==> src/include/slr_pkg.sv <==
package slr_pkg;
  // Line group geometry
  localparam int SLR_GROUP_W = 4;
  localparam int SLR_LINES = 8;
  localparam int SLR_LO_BASE = 0;
  localparam int SLR_HI_BASE = 4;
  // Reset values
  localparam logic [7:0] SLR_OUT_RST = 8'h00;
  localparam logic SLR_STRAP_RST = 1'b1;

  // Radio core activity states
  typedef enum logic [1:0] {
    SLR_IDLE = 2'b00,
    SLR_TX = 2'b01,
    SLR_RX = 2'b10
  } slr_radio_e;

  // Command from the radio core towards the status outputs
  typedef struct packed {
    logic valid;
    logic [7:0] lines;
  } slr_cmd_s;

  // Radio core events seen by the pin logic
  typedef struct packed {
    logic tx_active;
    logic rx_active;
    logic ctrl_sent;
    logic ack_rcvd;
    logic ctrl_rcvd;
  } slr_radio_s;
endpackage

==> src/slr_pins.sv <==
`timescale 1ns/100ps
// Operation
// Low strap of lines 0-3: low drives them as outputs, high makes them inputs.
// High strap of lines 4-7: low drives them as outputs, high makes them inputs.
// Each status line is either a closure input or an application output.
// Transmit amplifier enable is high exactly while transmitting.
// Acknowledge output goes high when an acknowledgement follows a sent control message.
// Latch high toggles outputs per command; low keeps them active only while received.
// Acknowledgement is requested only after a valid control message with enable high.
// Receive amplifier enable is high exactly while receiving; the code holds it low while transmit is also active.
// Transmit and receive amplifier enables are never high together.
module slr_pins
  import slr_pkg::*;
(
  input wire logic clk_sys_i,
  input wire logic rstn_i,
  input wire logic ce_i,
  input wire logic low_group_direction_strap_i,
  input wire logic high_group_direction_strap_i,
  input wire logic latch_select_i,
  input wire logic ack_enable_i,
  input wire logic [7:0] status_lines_in_i,
  output logic [7:0] status_lines_out_o,
  output logic [7:0] status_lines_oe_o,
  output logic [7:0] closures_o,
  input wire slr_cmd_s cmd_i,
  input wire slr_radio_s radio_i,
  output logic tx_amplifier_enable_o,
  output logic rx_amplifier_enable_o,
  output logic ack_received_o,
  output logic ack_send_req_o
);
  logic rst_s1_r;
  logic rst_n_r;
  logic [2:0] strap_lo_sync_r;
  logic [2:0] strap_hi_sync_r;
  logic [2:0] latch_sync_r;
  logic [2:0] acken_sync_r;
  logic [7:0] line_s1_r;
  logic [7:0] line_s2_r;
  logic [7:0] line_s3_r;
  logic strap_lo_r;
  logic strap_hi_r;
  logic latch_r;
  logic acken_r;
  logic [7:0] out_r;
  logic [7:0] out_nxt;
  logic [7:0] input_mask;
  logic ack_wait_r;
  slr_radio_e radio_r;

  // Filtered level: changes only once second and third stages agree
  function automatic logic filt(input logic s2, input logic s3, input logic cur);
    return (s2 == s3) ? s3 : cur;
  endfunction

  // Reset release through two flops
  always_ff @(posedge clk_sys_i or negedge rstn_i) begin
    if (!rstn_i) begin
      rst_s1_r <= 1'b0;
      rst_n_r <= 1'b0;
    end else begin
      rst_s1_r <= 1'b1;
      rst_n_r <= rst_s1_r;
    end
  end

  // Three-flop synchronisers for pins
  always_ff @(posedge clk_sys_i or negedge rst_n_r) begin
    if (!rst_n_r) begin
      strap_lo_sync_r <= {3{SLR_STRAP_RST}};
      strap_hi_sync_r <= {3{SLR_STRAP_RST}};
      latch_sync_r <= 3'h0;
      acken_sync_r <= 3'h0;
      line_s1_r <= 8'h00;
      line_s2_r <= 8'h00;
      line_s3_r <= 8'h00;
    end else if (ce_i) begin
      strap_lo_sync_r <= {strap_lo_sync_r[1:0], low_group_direction_strap_i};
      strap_hi_sync_r <= {strap_hi_sync_r[1:0], high_group_direction_strap_i};
      latch_sync_r <= {latch_sync_r[1:0], latch_select_i};
      acken_sync_r <= {acken_sync_r[1:0], ack_enable_i};
      line_s1_r <= status_lines_in_i;
      line_s2_r <= line_s1_r;
      line_s3_r <= line_s2_r;
    end
  end

  // Filtered control levels; straps default to input (safe, nothing driven)
  always_ff @(posedge clk_sys_i or negedge rst_n_r) begin
    if (!rst_n_r) begin
      strap_lo_r <= SLR_STRAP_RST;
      strap_hi_r <= SLR_STRAP_RST;
      latch_r <= 1'b0;
      acken_r <= 1'b0;
    end else if (ce_i) begin
      strap_lo_r <= filt(strap_lo_sync_r[1], strap_lo_sync_r[2], strap_lo_r);
      strap_hi_r <= filt(strap_hi_sync_r[1], strap_hi_sync_r[2], strap_hi_r);
      latch_r <= filt(latch_sync_r[1], latch_sync_r[2], latch_r);
      acken_r <= filt(acken_sync_r[1], acken_sync_r[2], acken_r);
    end
  end

  // Lines of a high-strapped group are inputs
  assign input_mask = {{SLR_GROUP_W{strap_hi_r}}, {SLR_GROUP_W{strap_lo_r}}}; // see R1

  // Closure capture on input lines, filtered per bit
  always_ff @(posedge clk_sys_i or negedge rst_n_r) begin
    if (!rst_n_r) begin
      closures_o <= 8'h00;
    end else if (ce_i) begin
      for (int i = 0; i < SLR_LINES; i++) begin
        closures_o[i] <= input_mask[i] & filt(line_s2_r[i], line_s3_r[i], closures_o[i]);
      end
    end
  end

  // Output state: toggle when latched, follow command when momentary
  always_comb begin
    out_nxt = out_r;
    if (latch_r) begin
      if (cmd_i.valid) begin
        out_nxt = out_r ^ cmd_i.lines;
      end
    end else begin
      out_nxt = cmd_i.valid ? cmd_i.lines : 8'h00;
    end
  end

  always_ff @(posedge clk_sys_i or negedge rst_n_r) begin
    if (!rst_n_r) begin
      out_r <= SLR_OUT_RST;
    end else if (ce_i) begin
      out_r <= out_nxt;
    end
  end

  // Pin drive: only output-group lines are enabled
  always_ff @(posedge clk_sys_i or negedge rst_n_r) begin
    if (!rst_n_r) begin
      status_lines_out_o <= 8'h00;
      status_lines_oe_o <= 8'h00;
    end else if (ce_i) begin
      status_lines_out_o <= out_nxt & ~input_mask;
      status_lines_oe_o <= ~input_mask; // see R1
    end
  end

  // Radio activity; transmit wins so both amplifiers never overlap
  always_ff @(posedge clk_sys_i or negedge rst_n_r) begin
    if (!rst_n_r) begin
      radio_r <= SLR_IDLE;
    end else if (ce_i) begin
      case ({radio_i.tx_active, radio_i.rx_active})
        2'b10, 2'b11: radio_r <= SLR_TX;
        2'b01: radio_r <= SLR_RX;
        default: radio_r <= SLR_IDLE;
      endcase
    end
  end

  always_ff @(posedge clk_sys_i or negedge rst_n_r) begin
    if (!rst_n_r) begin
      tx_amplifier_enable_o <= 1'b0;
      rx_amplifier_enable_o <= 1'b0;
    end else if (ce_i) begin
      tx_amplifier_enable_o <= (radio_r == SLR_TX);
      rx_amplifier_enable_o <= (radio_r == SLR_RX);
    end
  end

  // Acknowledgement tracking; a new control send re-arms and clears the flag
  always_ff @(posedge clk_sys_i or negedge rst_n_r) begin
    if (!rst_n_r) begin
      ack_wait_r <= 1'b0;
      ack_received_o <= 1'b0;
    end else if (ce_i) begin
      if (radio_i.ctrl_sent) begin
        ack_wait_r <= 1'b1;
        ack_received_o <= 1'b0;
      end else if (radio_i.ack_rcvd && ack_wait_r) begin
        ack_wait_r <= 1'b0;
        ack_received_o <= 1'b1;
      end
    end
  end

  // One-cycle request to the radio core to send an acknowledgement
  always_ff @(posedge clk_sys_i or negedge rst_n_r) begin
    if (!rst_n_r) begin
      ack_send_req_o <= 1'b0;
    end else if (ce_i) begin
      ack_send_req_o <= radio_i.ctrl_rcvd & acken_r;
    end
  end

  property p_no_overlap;
    @(posedge clk_sys_i) disable iff (!rst_n_r)
    !(tx_amplifier_enable_o && rx_amplifier_enable_o);
  endproperty
  a_no_overlap: assert property (p_no_overlap) else $error("amplifier enables overlap");

  property p_tx_follow;
    @(posedge clk_sys_i) disable iff (!rst_n_r)
    (ce_i && radio_i.tx_active) ##1 ce_i |=> tx_amplifier_enable_o;
  endproperty
  a_tx_follow: assert property (p_tx_follow) else $error("tx enable late");

  property p_rx_follow;
    @(posedge clk_sys_i) disable iff (!rst_n_r)
    (ce_i && radio_i.rx_active && !radio_i.tx_active) ##1 ce_i |=> rx_amplifier_enable_o;
  endproperty
  a_rx_follow: assert property (p_rx_follow) else $error("rx enable late");

  property p_lo_inputs_undriven;
    @(posedge clk_sys_i) disable iff (!rst_n_r)
    strap_lo_r && $past(strap_lo_r) && $past(ce_i) |-> status_lines_oe_o[3:0] == 4'h0;
  endproperty
  a_lo_inputs_undriven: assert property (p_lo_inputs_undriven) else $error("low group driven");

  property p_hi_outputs_driven;
    @(posedge clk_sys_i) disable iff (!rst_n_r)
    !strap_hi_r && $past(!strap_hi_r) && $past(ce_i) |-> status_lines_oe_o[7:4] == 4'hf;
  endproperty
  a_hi_outputs_driven: assert property (p_hi_outputs_driven) else $error("high group not driven");

  property p_closure_masked;
    @(posedge clk_sys_i) disable iff (!rst_n_r)
    (closures_o & status_lines_oe_o) == 8'h00 || !$past(ce_i);
  endproperty
  a_closure_masked: assert property (p_closure_masked) else $error("closure on output line");

  property p_toggle;
    @(posedge clk_sys_i) disable iff (!rst_n_r)
    ce_i && latch_r && cmd_i.valid |=> out_r == ($past(out_r) ^ $past(cmd_i.lines));
  endproperty
  a_toggle: assert property (p_toggle) else $error("latched toggle wrong");

  property p_ack_send;
    @(posedge clk_sys_i) disable iff (!rst_n_r)
    ce_i |=> ack_send_req_o == ($past(radio_i.ctrl_rcvd) && $past(acken_r));
  endproperty
  a_ack_send: assert property (p_ack_send) else $error("ack request wrong");

  property p_ack_rcvd;
    @(posedge clk_sys_i) disable iff (!rst_n_r)
    ce_i && ack_wait_r && radio_i.ack_rcvd && !radio_i.ctrl_sent |=> ack_received_o;
  endproperty
  a_ack_rcvd: assert property (p_ack_rcvd) else $error("ack not flagged");
endmodule

==> config.mk <==
export PLATFORM = sky130hd
export DESIGN_NAME = slr_pins
export DESIGN_NICKNAME = d
export VERILOG_FILES = /design/src/include/slr_pkg.sv /design/src/slr_pins.sv
export SDC_FILE = /design/constraint.sdc
export NUM_CORES = 1
export LEC_CHECK = 0
export BUFFER_PORTS_ARGS = -buffer_cell sky130_fd_sc_hd__buf_2
export CAP_MARGIN = 20
export CORE_ASPECT_RATIO = 1.2
export CORE_MARGIN = 1
export CORE_UTILIZATION = 50
export CTS_BUF_LIST = sky130_fd_sc_hd__clkbuf_16
export DETAILED_ROUTE_END_ITERATION = 8
export PLACE_DENSITY = 0.73
export SYNTH_ARGS = -nofsm -noshare
export SYNTH_HDL_FRONTEND = slang
export SYNTH_SLANG_ARGS = --single-unit
==> constraint.sdc <==
create_clock -name clk_sys_i -period 2.6 [get_ports clk_sys_i]
set_input_delay 0 -clock clk_sys_i [delete_from_list [all_inputs] [get_ports clk_sys_i]]
set_output_delay 0 -clock clk_sys_i [all_outputs]
set_load 0.005 [all_outputs]
==> results.toml, run 1 <==
[layout]
final_layout_size_suffix_gt1_share_pct = 35.93
fin_nets = 358
syn_to_final_growth_pct = 23.68
n_antenna_cell = 0
layout_commonest_cell = "dfrtp_1"
final_cell_mix = "dfrtp_1, buf_2, mux2_2"
fillers = 497
fin_area_sq_um = 3954

[drt]
vias = 2060
wl_per_cell_microns = 12.26
drt_pre_antenna_iters = 4
top_layer = "met4"
ant_nets = 0
drt_iter0_markers = 103
wl_microns = 5100
post-route-drc-count = 0
wl_met3_microns = 198
via_per_inst = 4.952
wl_met2_microns = 2446
m1WireLength_microns = 2341

[setup_path]
crit_buf_inv = 2
worstPathRequired_ns = 2.86
critPathMaxFanout = 94
crit_family = "buffers and inverters"
slowest_stage = "buf_4"
critPathCaptureType = "flip-flop"
cp-start-kind = "input pin"
path_cells = "buf_4 > a31oi_1 > a21oi_1 > dlygate4sd3_1"
cp.arrival_ns = 1.58
crit_path_max_incr_delay_ns = 0.69
worst-setup-path-type = "in -> reg"

[sta]
drv_slew = 0
maxSlewHeadroom_pct = 39.74
rsz0062_at_grt = "false"
final-hold-violation-count = 0
clock.fmax_mhz = 758.8
tightest_slew_ns = 0.9039
skew_ns = 0.006052
setup_viol = 0
min_period_over_period_pct = 50.69
fin_crit_ns = 1.318
tns_ns = 0

[clock_network]
post_cts_buffers = 0
cts_hold_buf = 21
insertion_delay_ns = 0.33
cts_tree = "built"
cts-root-buf = "clkbuf_16"
clk_pin_slew_ns = 0.05
cts_resized = 0
cts_num_sinks = 75
numCtsBuffers = 9
h-tree-depth = 3
clock_path_buffers = 2

[worst_hold_path]
hold_path.class = "in -> reg"

[grt]
antenna_found_initial = 0
grt_pass1_wl_microns = 8680
grt_pass1_vias = 2034
globalRouteTotalUtil_pct = 17.49
overflow = 0
grt_max_degree = 95

[floorplanning]
die_w_microns = 75.00
initial_core_util_pct = 52.50
dieArea_sq_um = 6719
core_sq_um = 6090
row_count = 31
fp.dieH_microns = 89.59
io_pins = 57

[flow_run]
maxCapViolations = 0

[synthesis]
syn_nets = 288
ys_seq_area_share_pct = 59.02
ys_types = 29
syn_area_sq_um = 3197
yosysWarnings = 0
synth_seq_cells = 75
synth.avg_cell_area_sq_um = 12.34
synth_cells = 259

[placement]
hpwl_microns = 3132
portBuffers = 56
placed_area_sq_um = 3411
routabilityCongestion = 0.7122

[power]
p_leak_nw = 1.838
cellPowerDensity_nw_per_um2 = 863.0
vdd_drop_max_v = 0.0004805
power_mw = 3.412

[run_status]
status = "complete, no violations"
==> worst reg2reg max path, delay by kind of cell, from the launching register on <==
kind / cells / cell delay, ns
compound gates: 2 / 0.21
buf+inv: 1 / 0.59
flops: 1 / 0.37
==> final timing paths <==
path / start / to / slack [ns] / cells after the start
min in group asynchronous: rst_n_r$_DFF_PN0_ / acken_sync_r[0]$_DFFE_PN0P_ / 0.19 / 0
worst max-delay path: ce_i / ack_received_o$_DFFE_PN0P_ / 1.28 / 4
max in group asynchronous: rst_n_r$_DFF_PN0_ / strap_lo_sync_r[0]$_DFFE_PN1P_ / 1.66 / 1
worst max register to register: ack_wait_r$_DFFE_PN0P_ / ack_received_o$_DFFE_PN0P_ / 1.30 / 3
worst min register to register: rst_n_r$_DFF_PN0_ / acken_sync_r[0]$_DFFE_PN0P_ / 0.19 / 0
worst min-delay path: cmd_i[6] / status_lines_out_o[6]$_DFFE_PN0P_ / 0.08 / 4
==> synth_stat cells <==
cell	number	area, sq um
buf_8	1	15.01
nand3b_1	2	15.01
a31o_1	1	8.760
clkbuf_1	2	7.510
conb_1	1	3.750
or2b_1	5	37.54
a41oi_1	8	70.07
buf_2	2	10.01
buf_12	1	20.02
dfstp_2	8	210.2
mux2_2	37	416.7
clkbuf_4	1	7.510
buf_4	6	45.04
a22o_1	1	8.760
o211ai_1	8	60.06
xnor2_1	8	70.07
a21oi_1	17	85.08
a31oi_1	1	6.260
dfrtp_1	67	1677
o21ai_0	5	25.02
nand2b_1	1	6.260
inv_1	13	48.80
nor2_1	12	45.04
nand2_1	25	93.84
nand3_1	1	5.000
and2b_2	1	8.760
o22ai_1	8	50.05
nor2b_1	8	50.05
buf_6	8	90.09
==> logic make-up (layout without fill, tap and decap cells) <==
| kind of cell | count (synthesis) | count (layout) | share of synthesized area [%] |
|---|---|---|---|
| XOR/XNOR | 8 | 8 | 2.192 |
| flip-flops | 75 | 75 | 59.02 |
| AO/OA/AOI/OAI | 49 | 49 | 9.824 |
| multiplexers | 37 | 37 | 13.03 |
| buffers and inverters | 34 | 109 | 7.632 |
| AND/OR/NAND/NOR | 55 | 55 | 8.180 |
| other | 1 | 1 | 0.1173 |
==> where the power goes <==
part / leakage, nW / switching, mW / internal (mW)
combinational: 0.768 / 0.209 / 0.279
clock: 0.168 / 0.440 / 0.926
sequential: 0.903 / 0.169 / 1.39
total: 1.84 / 0.818 / 2.59
==> flip-flops by register name (all words and copies together), names as in the netlist, 2 cells and up <==
name                count
line_s1_r               8
acken_sync_r            3
line_s2_r               8
status_lines_out_o      8
out_r                   8
line_s3_r               8
status_lines_oe_o       2
radio_r                 2
strap_lo_sync_r         3
closures_o              8
latch_sync_r            3
strap_hi_sync_r         3
==> layout make-up <==
| class | instances | area [sq um] | share of cell area, % |
|---|---|---|---|
| Tap cell | 82 | 102.6 | 2.595 |
| Sequential cell | 75 | 1888 | 47.75 |
| Inverter | 13 | 48.80 | 1.234 |
| Clock inverter | 7 | 107.6 | 2.722 |
| Multi-Input combinational cell | 150 | 1066 | 26.96 |
| Timing Repair Buffer | 80 | 515.5 | 13.04 |
| Clock buffer | 9 | 225.2 | 5.696 |
==> per-layer routing <==
layer | GRT usage [%] | vias to the layer above
met3 | 3.237 | 10
li1 | - | 1028
met4 | 11.15 | 0
met5 | 0 | -
met2 | 29.40 | 50
met1 | 20.55 | 972
==> stage by stage <==
step | worst slack, ns | std cells | util [%] | hold WS (ns)
2_1_floorplan | 0.3706 | 259 | - | -0.2956
3_3_place_gp | 1.312 | 379 | 56.01 | -0.2109
3_5_place_dp | 1.288 | 379 | 56.01 | -0.2112
4_1_cts | 1.311 | 416 | 64.93 | 0.07848
5_1_grt | 1.142 | 416 | 64.93 | 0.1105
6_report | 1.282 | 416 | 64.93 | 0.08199
No activity file was read; power rests on OpenSTA's default activity.
==> run 2: changes to the inputs <==
PLACE_DENSITY = 0.75   (was 0.73)
clock period = 1.09 ns   (was 2.6 ns; I/O delays follow)
==> run 2 against run 1 <==
  * Combinational power increased to 2.6 times the previous value
  * Sequential power rose by 130%
  * Clock skew rose by 0.0016 ns
  * Critical endpoint is now status_lines_out_o[0]$_DFFE_PN0P_
  * Highest routed layer unchanged
==> results.toml, run 2 (synthesis gave the netlist of run 1 again) <==
[clock_network]
cts-root-buf = "clkbuf_16"
cts_tree = "built"
clock_path_buffers = 2
numCtsBuffers = 9
clk_pin_slew_ns = 0.05
h-tree-depth = 3
cts_num_sinks = 75
insertion_delay_ns = 0.33

[layout]
n_antenna_cell = 0
layout_commonest_cell = "dfrtp_1"
fin_util_pct = 66.28
layout.cells.non_filler = 419
syn_to_final_growth_pct = 26.26
final_layout_size_suffix_gt1_share_pct = 37.09
fin_nets = 361
final_cell_mix = "dfrtp_1, buf_2, mux2_2"

[floorplanning]
dieArea_sq_um = 6719
fp.dieH_microns = 89.59
die_w_microns = 75.00
io_pins = 57
core_sq_um = 6090
initial_core_util_pct = 52.50
row_count = 31

[flow_run]
maxCapViolations = 0

[power]
internal_power_mw = 6.240
power_frac_seq_pct = 44.4
pwr-share-comb_pct = 15.7
p_leak_nw = 1.872
cellPowerDensity_nw_per_um2 = 2038
vdd_drop_max_v = 0.001305
power_switching_share_pct = 24.13
power.switching_mw = 1.984
clkPwrFrac_pct = 39.9

[grt]
grt_pass1_vias = 2075
globalRouteTotalUtil_pct = 17.95
antenna_found_initial = 0
grt_pass1_wl_microns = 8949
overflow = 0
grt_max_degree = 47

[drt]
drt_pre_antenna_iters = 4
via_per_inst = 4.995
wl_microns = 5193
drt_iter0_markers = 90
post-route-drc-count = 0
vias = 2093
ant_nets = 0
wl_per_cell_microns = 12.39

[setup_path]
worstPathRequired_ns = 1.28
cp-start-kind = "flip-flop"
worst-r2r-setup-slack_ns = 0.06
path_cells = "nand2_1 > xnor2_1 > o22ai_1"
critPathCaptureType = "flip-flop"
crit_buf_inv = 0
cp.arrival_ns = 1.22
critPathMaxFanout = 10
crit_path_max_incr_delay_ns = 0.45
worst-setup-path-type = "reg -> reg"
timing.rr.start = "latch_r$_DFFE_PN0P_"
reg2reg_depth = 3
crit_family = "flip-flops"
slowest_stage = "dfrtp_2"
worstReg2RegEnd = "status_lines_out_o[0]$_DFFE_PN0P_"

[worst_hold_path]
min_path_cells = 4
min_to = "out_r[1]$_DFFE_PN0P_"
hold_path.class = "in -> reg"
min-delay-start = "cmd_i[1]"

[sta]
min_period_over_period_pct = 94.49
setup_viol = 0
fin_crit_ns = 1.030
tns_ns = 0
clock.fmax_mhz = 970.9
final-hold-violation-count = 0
skew_ns = 0.007676
drv_slew = 0

[placement]
portBuffers = 56
routabilityCongestion = 0.6967
dp_cells = 383
hpwl_microns = 3298

[run_status]
status = "complete, no violations"
-- run 2: layout make-up --
class | count | area (sq um)
clock buffer | 9 | 225.2
clock inverter | 7 | 108.9
fill | 481 | 2053
inverter | 13 | 48.80
multi-input combinational | 150 | 1074
sequential | 75 | 1892
tap | 82 | 102.6
timing repair buffer | 83 | 585.6
-- run 2: layer usage --
layer  routed length (microns)  global-route usage [%]  vias to the layer above
li1                          -                       -                     1027
met2                      2549                   29.40                       52
met4                        48                   8.233                        0
met1                      2393                   22.31                     1010
met3                       202                   4.688                        4
met5                         0                       0                        -
-- run 2: through the flow --
step	power (mW)	hold WS [ns]	setup WS (ns)	instance area, sq um
after floorplan	4.535	-0.2956	0.05305	3201
after global placement	4.860	-0.2138	0.04780	3493
after detailed placement	4.939	-0.2122	0.01213	3493
after CTS	8.311	0.07658	0.003980	4028
after global routing	8.675	0.1044	-0.03036	4036
final	8.224	0.07287	0.06006	4036
-- run 2: worst register-to-register path: stages, from the launching register on --
cell	delay, ns
dfrtp_2	0.45
nand2_1	0.09
xnor2_1	0.23
o22ai_1	0.13
-- run 2: how the worst max path moves through the flow --
stage	from	to	slack [ns]	cells after the start
after global routing	latch_r$_DFFE_PN0P_	status_lines_out_o[0]$_DFFE_PN0P_	-0.03	3
after floorplan	strap_lo_r$_DFFE_PN1P_	closures_o[0]$_DFFE_PN0P_	0.05	3
after detailed placement	latch_r$_DFFE_PN0P_	status_lines_out_o[0]$_DFFE_PN0P_	0.01	3
after CTS	latch_r$_DFFE_PN0P_	status_lines_out_o[0]$_DFFE_PN0P_	0.004	3
after global placement	latch_r$_DFFE_PN0P_	status_lines_out_o[4]$_DFFE_PN0P_	0.05	3
final	latch_r$_DFFE_PN0P_	status_lines_out_o[0]$_DFFE_PN0P_	0.06	3
-- run 2: what timing repair did --
item | CTS | global route
gates resized for setup | 0 | 2
endpoints found under the setup margin | 0 | 16
hold buffers | 20 | 0
endpoints found under the hold margin | 19 | 0
buffers inserted | 0 | 0
-- run 2: power by group through the flow --
stage	Sequential [mW]	Combinational (mW)	Clock [mW]
2_1_floorplan	3.65	0.882	0
3_3_place_gp	3.67	1.19	0
3_5_place_dp	3.70	1.24	0
4_1_cts	3.65	1.30	3.35
5_1_grt	3.73	1.48	3.47
6_report	3.65	1.29	3.28
==> run 3: changes to the inputs <==
==> constraint.sdc (replaced) <==
create_clock -name clk_sys_i -period 1.09 [get_ports clk_sys_i]
set_input_delay 0.1635 -clock clk_sys_i [delete_from_list [all_inputs] [get_ports clk_sys_i]]
set_output_delay 0.1635 -clock clk_sys_i [all_outputs]
set_load 0.005 [all_outputs]
==> run 3 against run 2 <==
  * Register-to-register slack about the same
  * Utilization down 2.6 points
  * Via count down 2.4%
  * Count of clock-buffer cells in the layout unchanged
  * Clock power down 1%
  * Sequential share of layout area up 1.9 points
  * Design area down 3.9%
==> results.toml, run 3 (synthesis gave the netlist of run 1 again) <==
[layout]
layout_commonest_cell = "dfrtp_1"
fin_nets = 346
final_layout_size_suffix_gt1_share_pct = 40.37
final_cell_mix = "dfrtp_1, buf_2, mux2_2"
syn_to_final_growth_pct = 21.29
n_antenna_cell = 0

[sta]
setup_viol = 0
fin_crit_ns = 1.028
hold-worst-slack_ns = 0.02955
skew_ns = 0.006854
final-hold-violation-count = 0
clock.fmax_mhz = 972.5
drv_slew = 0
min_period_over_period_pct = 94.34

[grt]
grt_max_degree = 32
met2_usage_pct = 25.96
use_met3_pct = 4.688
grt_pass1_wl_microns = 8480
busiest_layer = "met2"
antenna_found_initial = 0
globalRouteTotalUtil_pct = 17.12
globalRouteMet1Util_pct = 22.60
overflow = 0
grt_pass1_vias = 1848

[setup_path]
cp-start-kind = "flip-flop"
critPathMaxFanout = 3
critPathCaptureType = "primary output"
cp.arrival_ns = 0.86
crit_family = "flip-flops"
worstPathRequired_ns = 0.93
crit_path_max_incr_delay_ns = 0.40
slowest_stage = "dfrtp_1"
crit_buf_inv = 1
worst-setup-path-type = "reg -> out"
path_cells = "buf_2"

[clock_network]
insertion_delay_ns = 0.33
clk_pin_slew_ns = 0.06
clock_path_buffers = 2
h-tree-depth = 3
numCtsBuffers = 9
cts_num_sinks = 75
cts_tree = "built"
cts-root-buf = "clkbuf_16"

[drt]
vias = 2042
ant_nets = 0
wl_microns = 5003
via_per_inst = 5.054
post-route-drc-count = 0
wl_per_cell_microns = 12.38
drt_pre_antenna_iters = 4
drt_iter0_markers = 108

[power]
cellPowerDensity_nw_per_um2 = 2108
vdd_drop_max_v = 0.001425
power_mw = 8.173
p_leak_nw = 1.813

[floorplanning]
core_sq_um = 6090
initial_core_util_pct = 52.50
io_pins = 57
fp.dieH_microns = 89.59
row_count = 31
die_w_microns = 75.00
dieArea_sq_um = 6719

[placement]
portBuffers = 56
hpwl_microns = 3355
routabilityCongestion = 0.7009

[worst_hold_path]
hold_path.class = "in -> reg"

[run_status]
status = "complete, no violations"

[flow_run]
maxCapViolations = 0
## run 3: cell count changes in the layout (fill, tap and decap cells not counted), sizes merged
cell         before  now
inv              14   13
buf              63   67
clkinvlp          1    0
clkinv            2    4
dlygate4sd3      20    1
## run 3: per-stage QoR
stage          std cells  utilization [%]  instance area [sq um]  setup TNS [ns]  setup WS, ns
2_1_floorplan        259                -                   3201               0       0.05305
3_3_place_gp         386            57.74                   3516               0       0.03784
3_5_place_dp         386            57.74                   3516       -0.004830     -0.002929
4_1_cts              403            63.37                   3859               0       0.03880
5_1_grt              404            63.67                   3877        -0.01048      -0.01048
6_report             404            63.67                   3877               0       0.06172
## run 3: cell type report
| class | count | area (sq um) |
|---|---|---|
| Fill cell | 507 | 2212 |
| Sequential cell | 75 | 1892 |
| Multi-Input combinational cell | 150 | 1077 |
| Timing Repair Buffer | 68 | 425.4 |
| Clock buffer | 9 | 225.2 |
| Clock inverter | 7 | 106.4 |
| Tap cell | 82 | 102.6 |
| Inverter | 13 | 48.80 |
## run 3: repair_timing
item | in CTS | in global routing
setup endpoints to repair | 7 | 5
hold buffers | 1 | 0
hold endpoints to repair | 2 | 0
gates resized for setup | 1 | 2
setup buffers | 0 | 1
pin swaps | 0 | 0
## run 3: worst register-to-register path: stages, from the launching register on
cell	delay [ns]
dfrtp_2	0.45
nand2_1	0.13
xnor2_2	0.21
o22ai_1	0.11
## run 3: per-layer routing
| layer | routed length [microns] | vias up |
|---|---|---|
| met5 | 0 | - |
| met4 | 98 | 0 |
| met3 | 234 | 9 |
| met2 | 2381 | 49 |
| met1 | 2288 | 979 |
| li1 | - | 1005 |
## run 3: path summary, 6_finish.rpt
check | start | endpoint | slack (ns) | depth (start not counted)
worst max-delay path | closures_o[5]$_DFFE_PN0P_ | closures_o[5] | 0.06 | 1
max in group asynchronous | rst_n_r$_DFF_PN0_ | strap_lo_sync_r[0]$_DFFE_PN1P_ | 0.46 | 1
min in group asynchronous | rstn_i | rst_s1_r$_DFF_PN0_ | 0.15 | 2
worst min register to register | rst_n_r$_DFF_PN0_ | line_s2_r[7]$_DFFE_PN0P_ | 0.17 | 0
worst max register to register | latch_r$_DFFE_PN0P_ | status_lines_out_o[6]$_DFFE_PN0P_ | 0.07 | 3
worst min-delay path | radio_i[2] | ack_received_o$_DFFE_PN0P_ | 0.03 | 2
## run 3: power by group
part	internal, mW	switching, mW
logic	0.696	0.559
registers	3.32	0.359
clock network	2.20	1.04
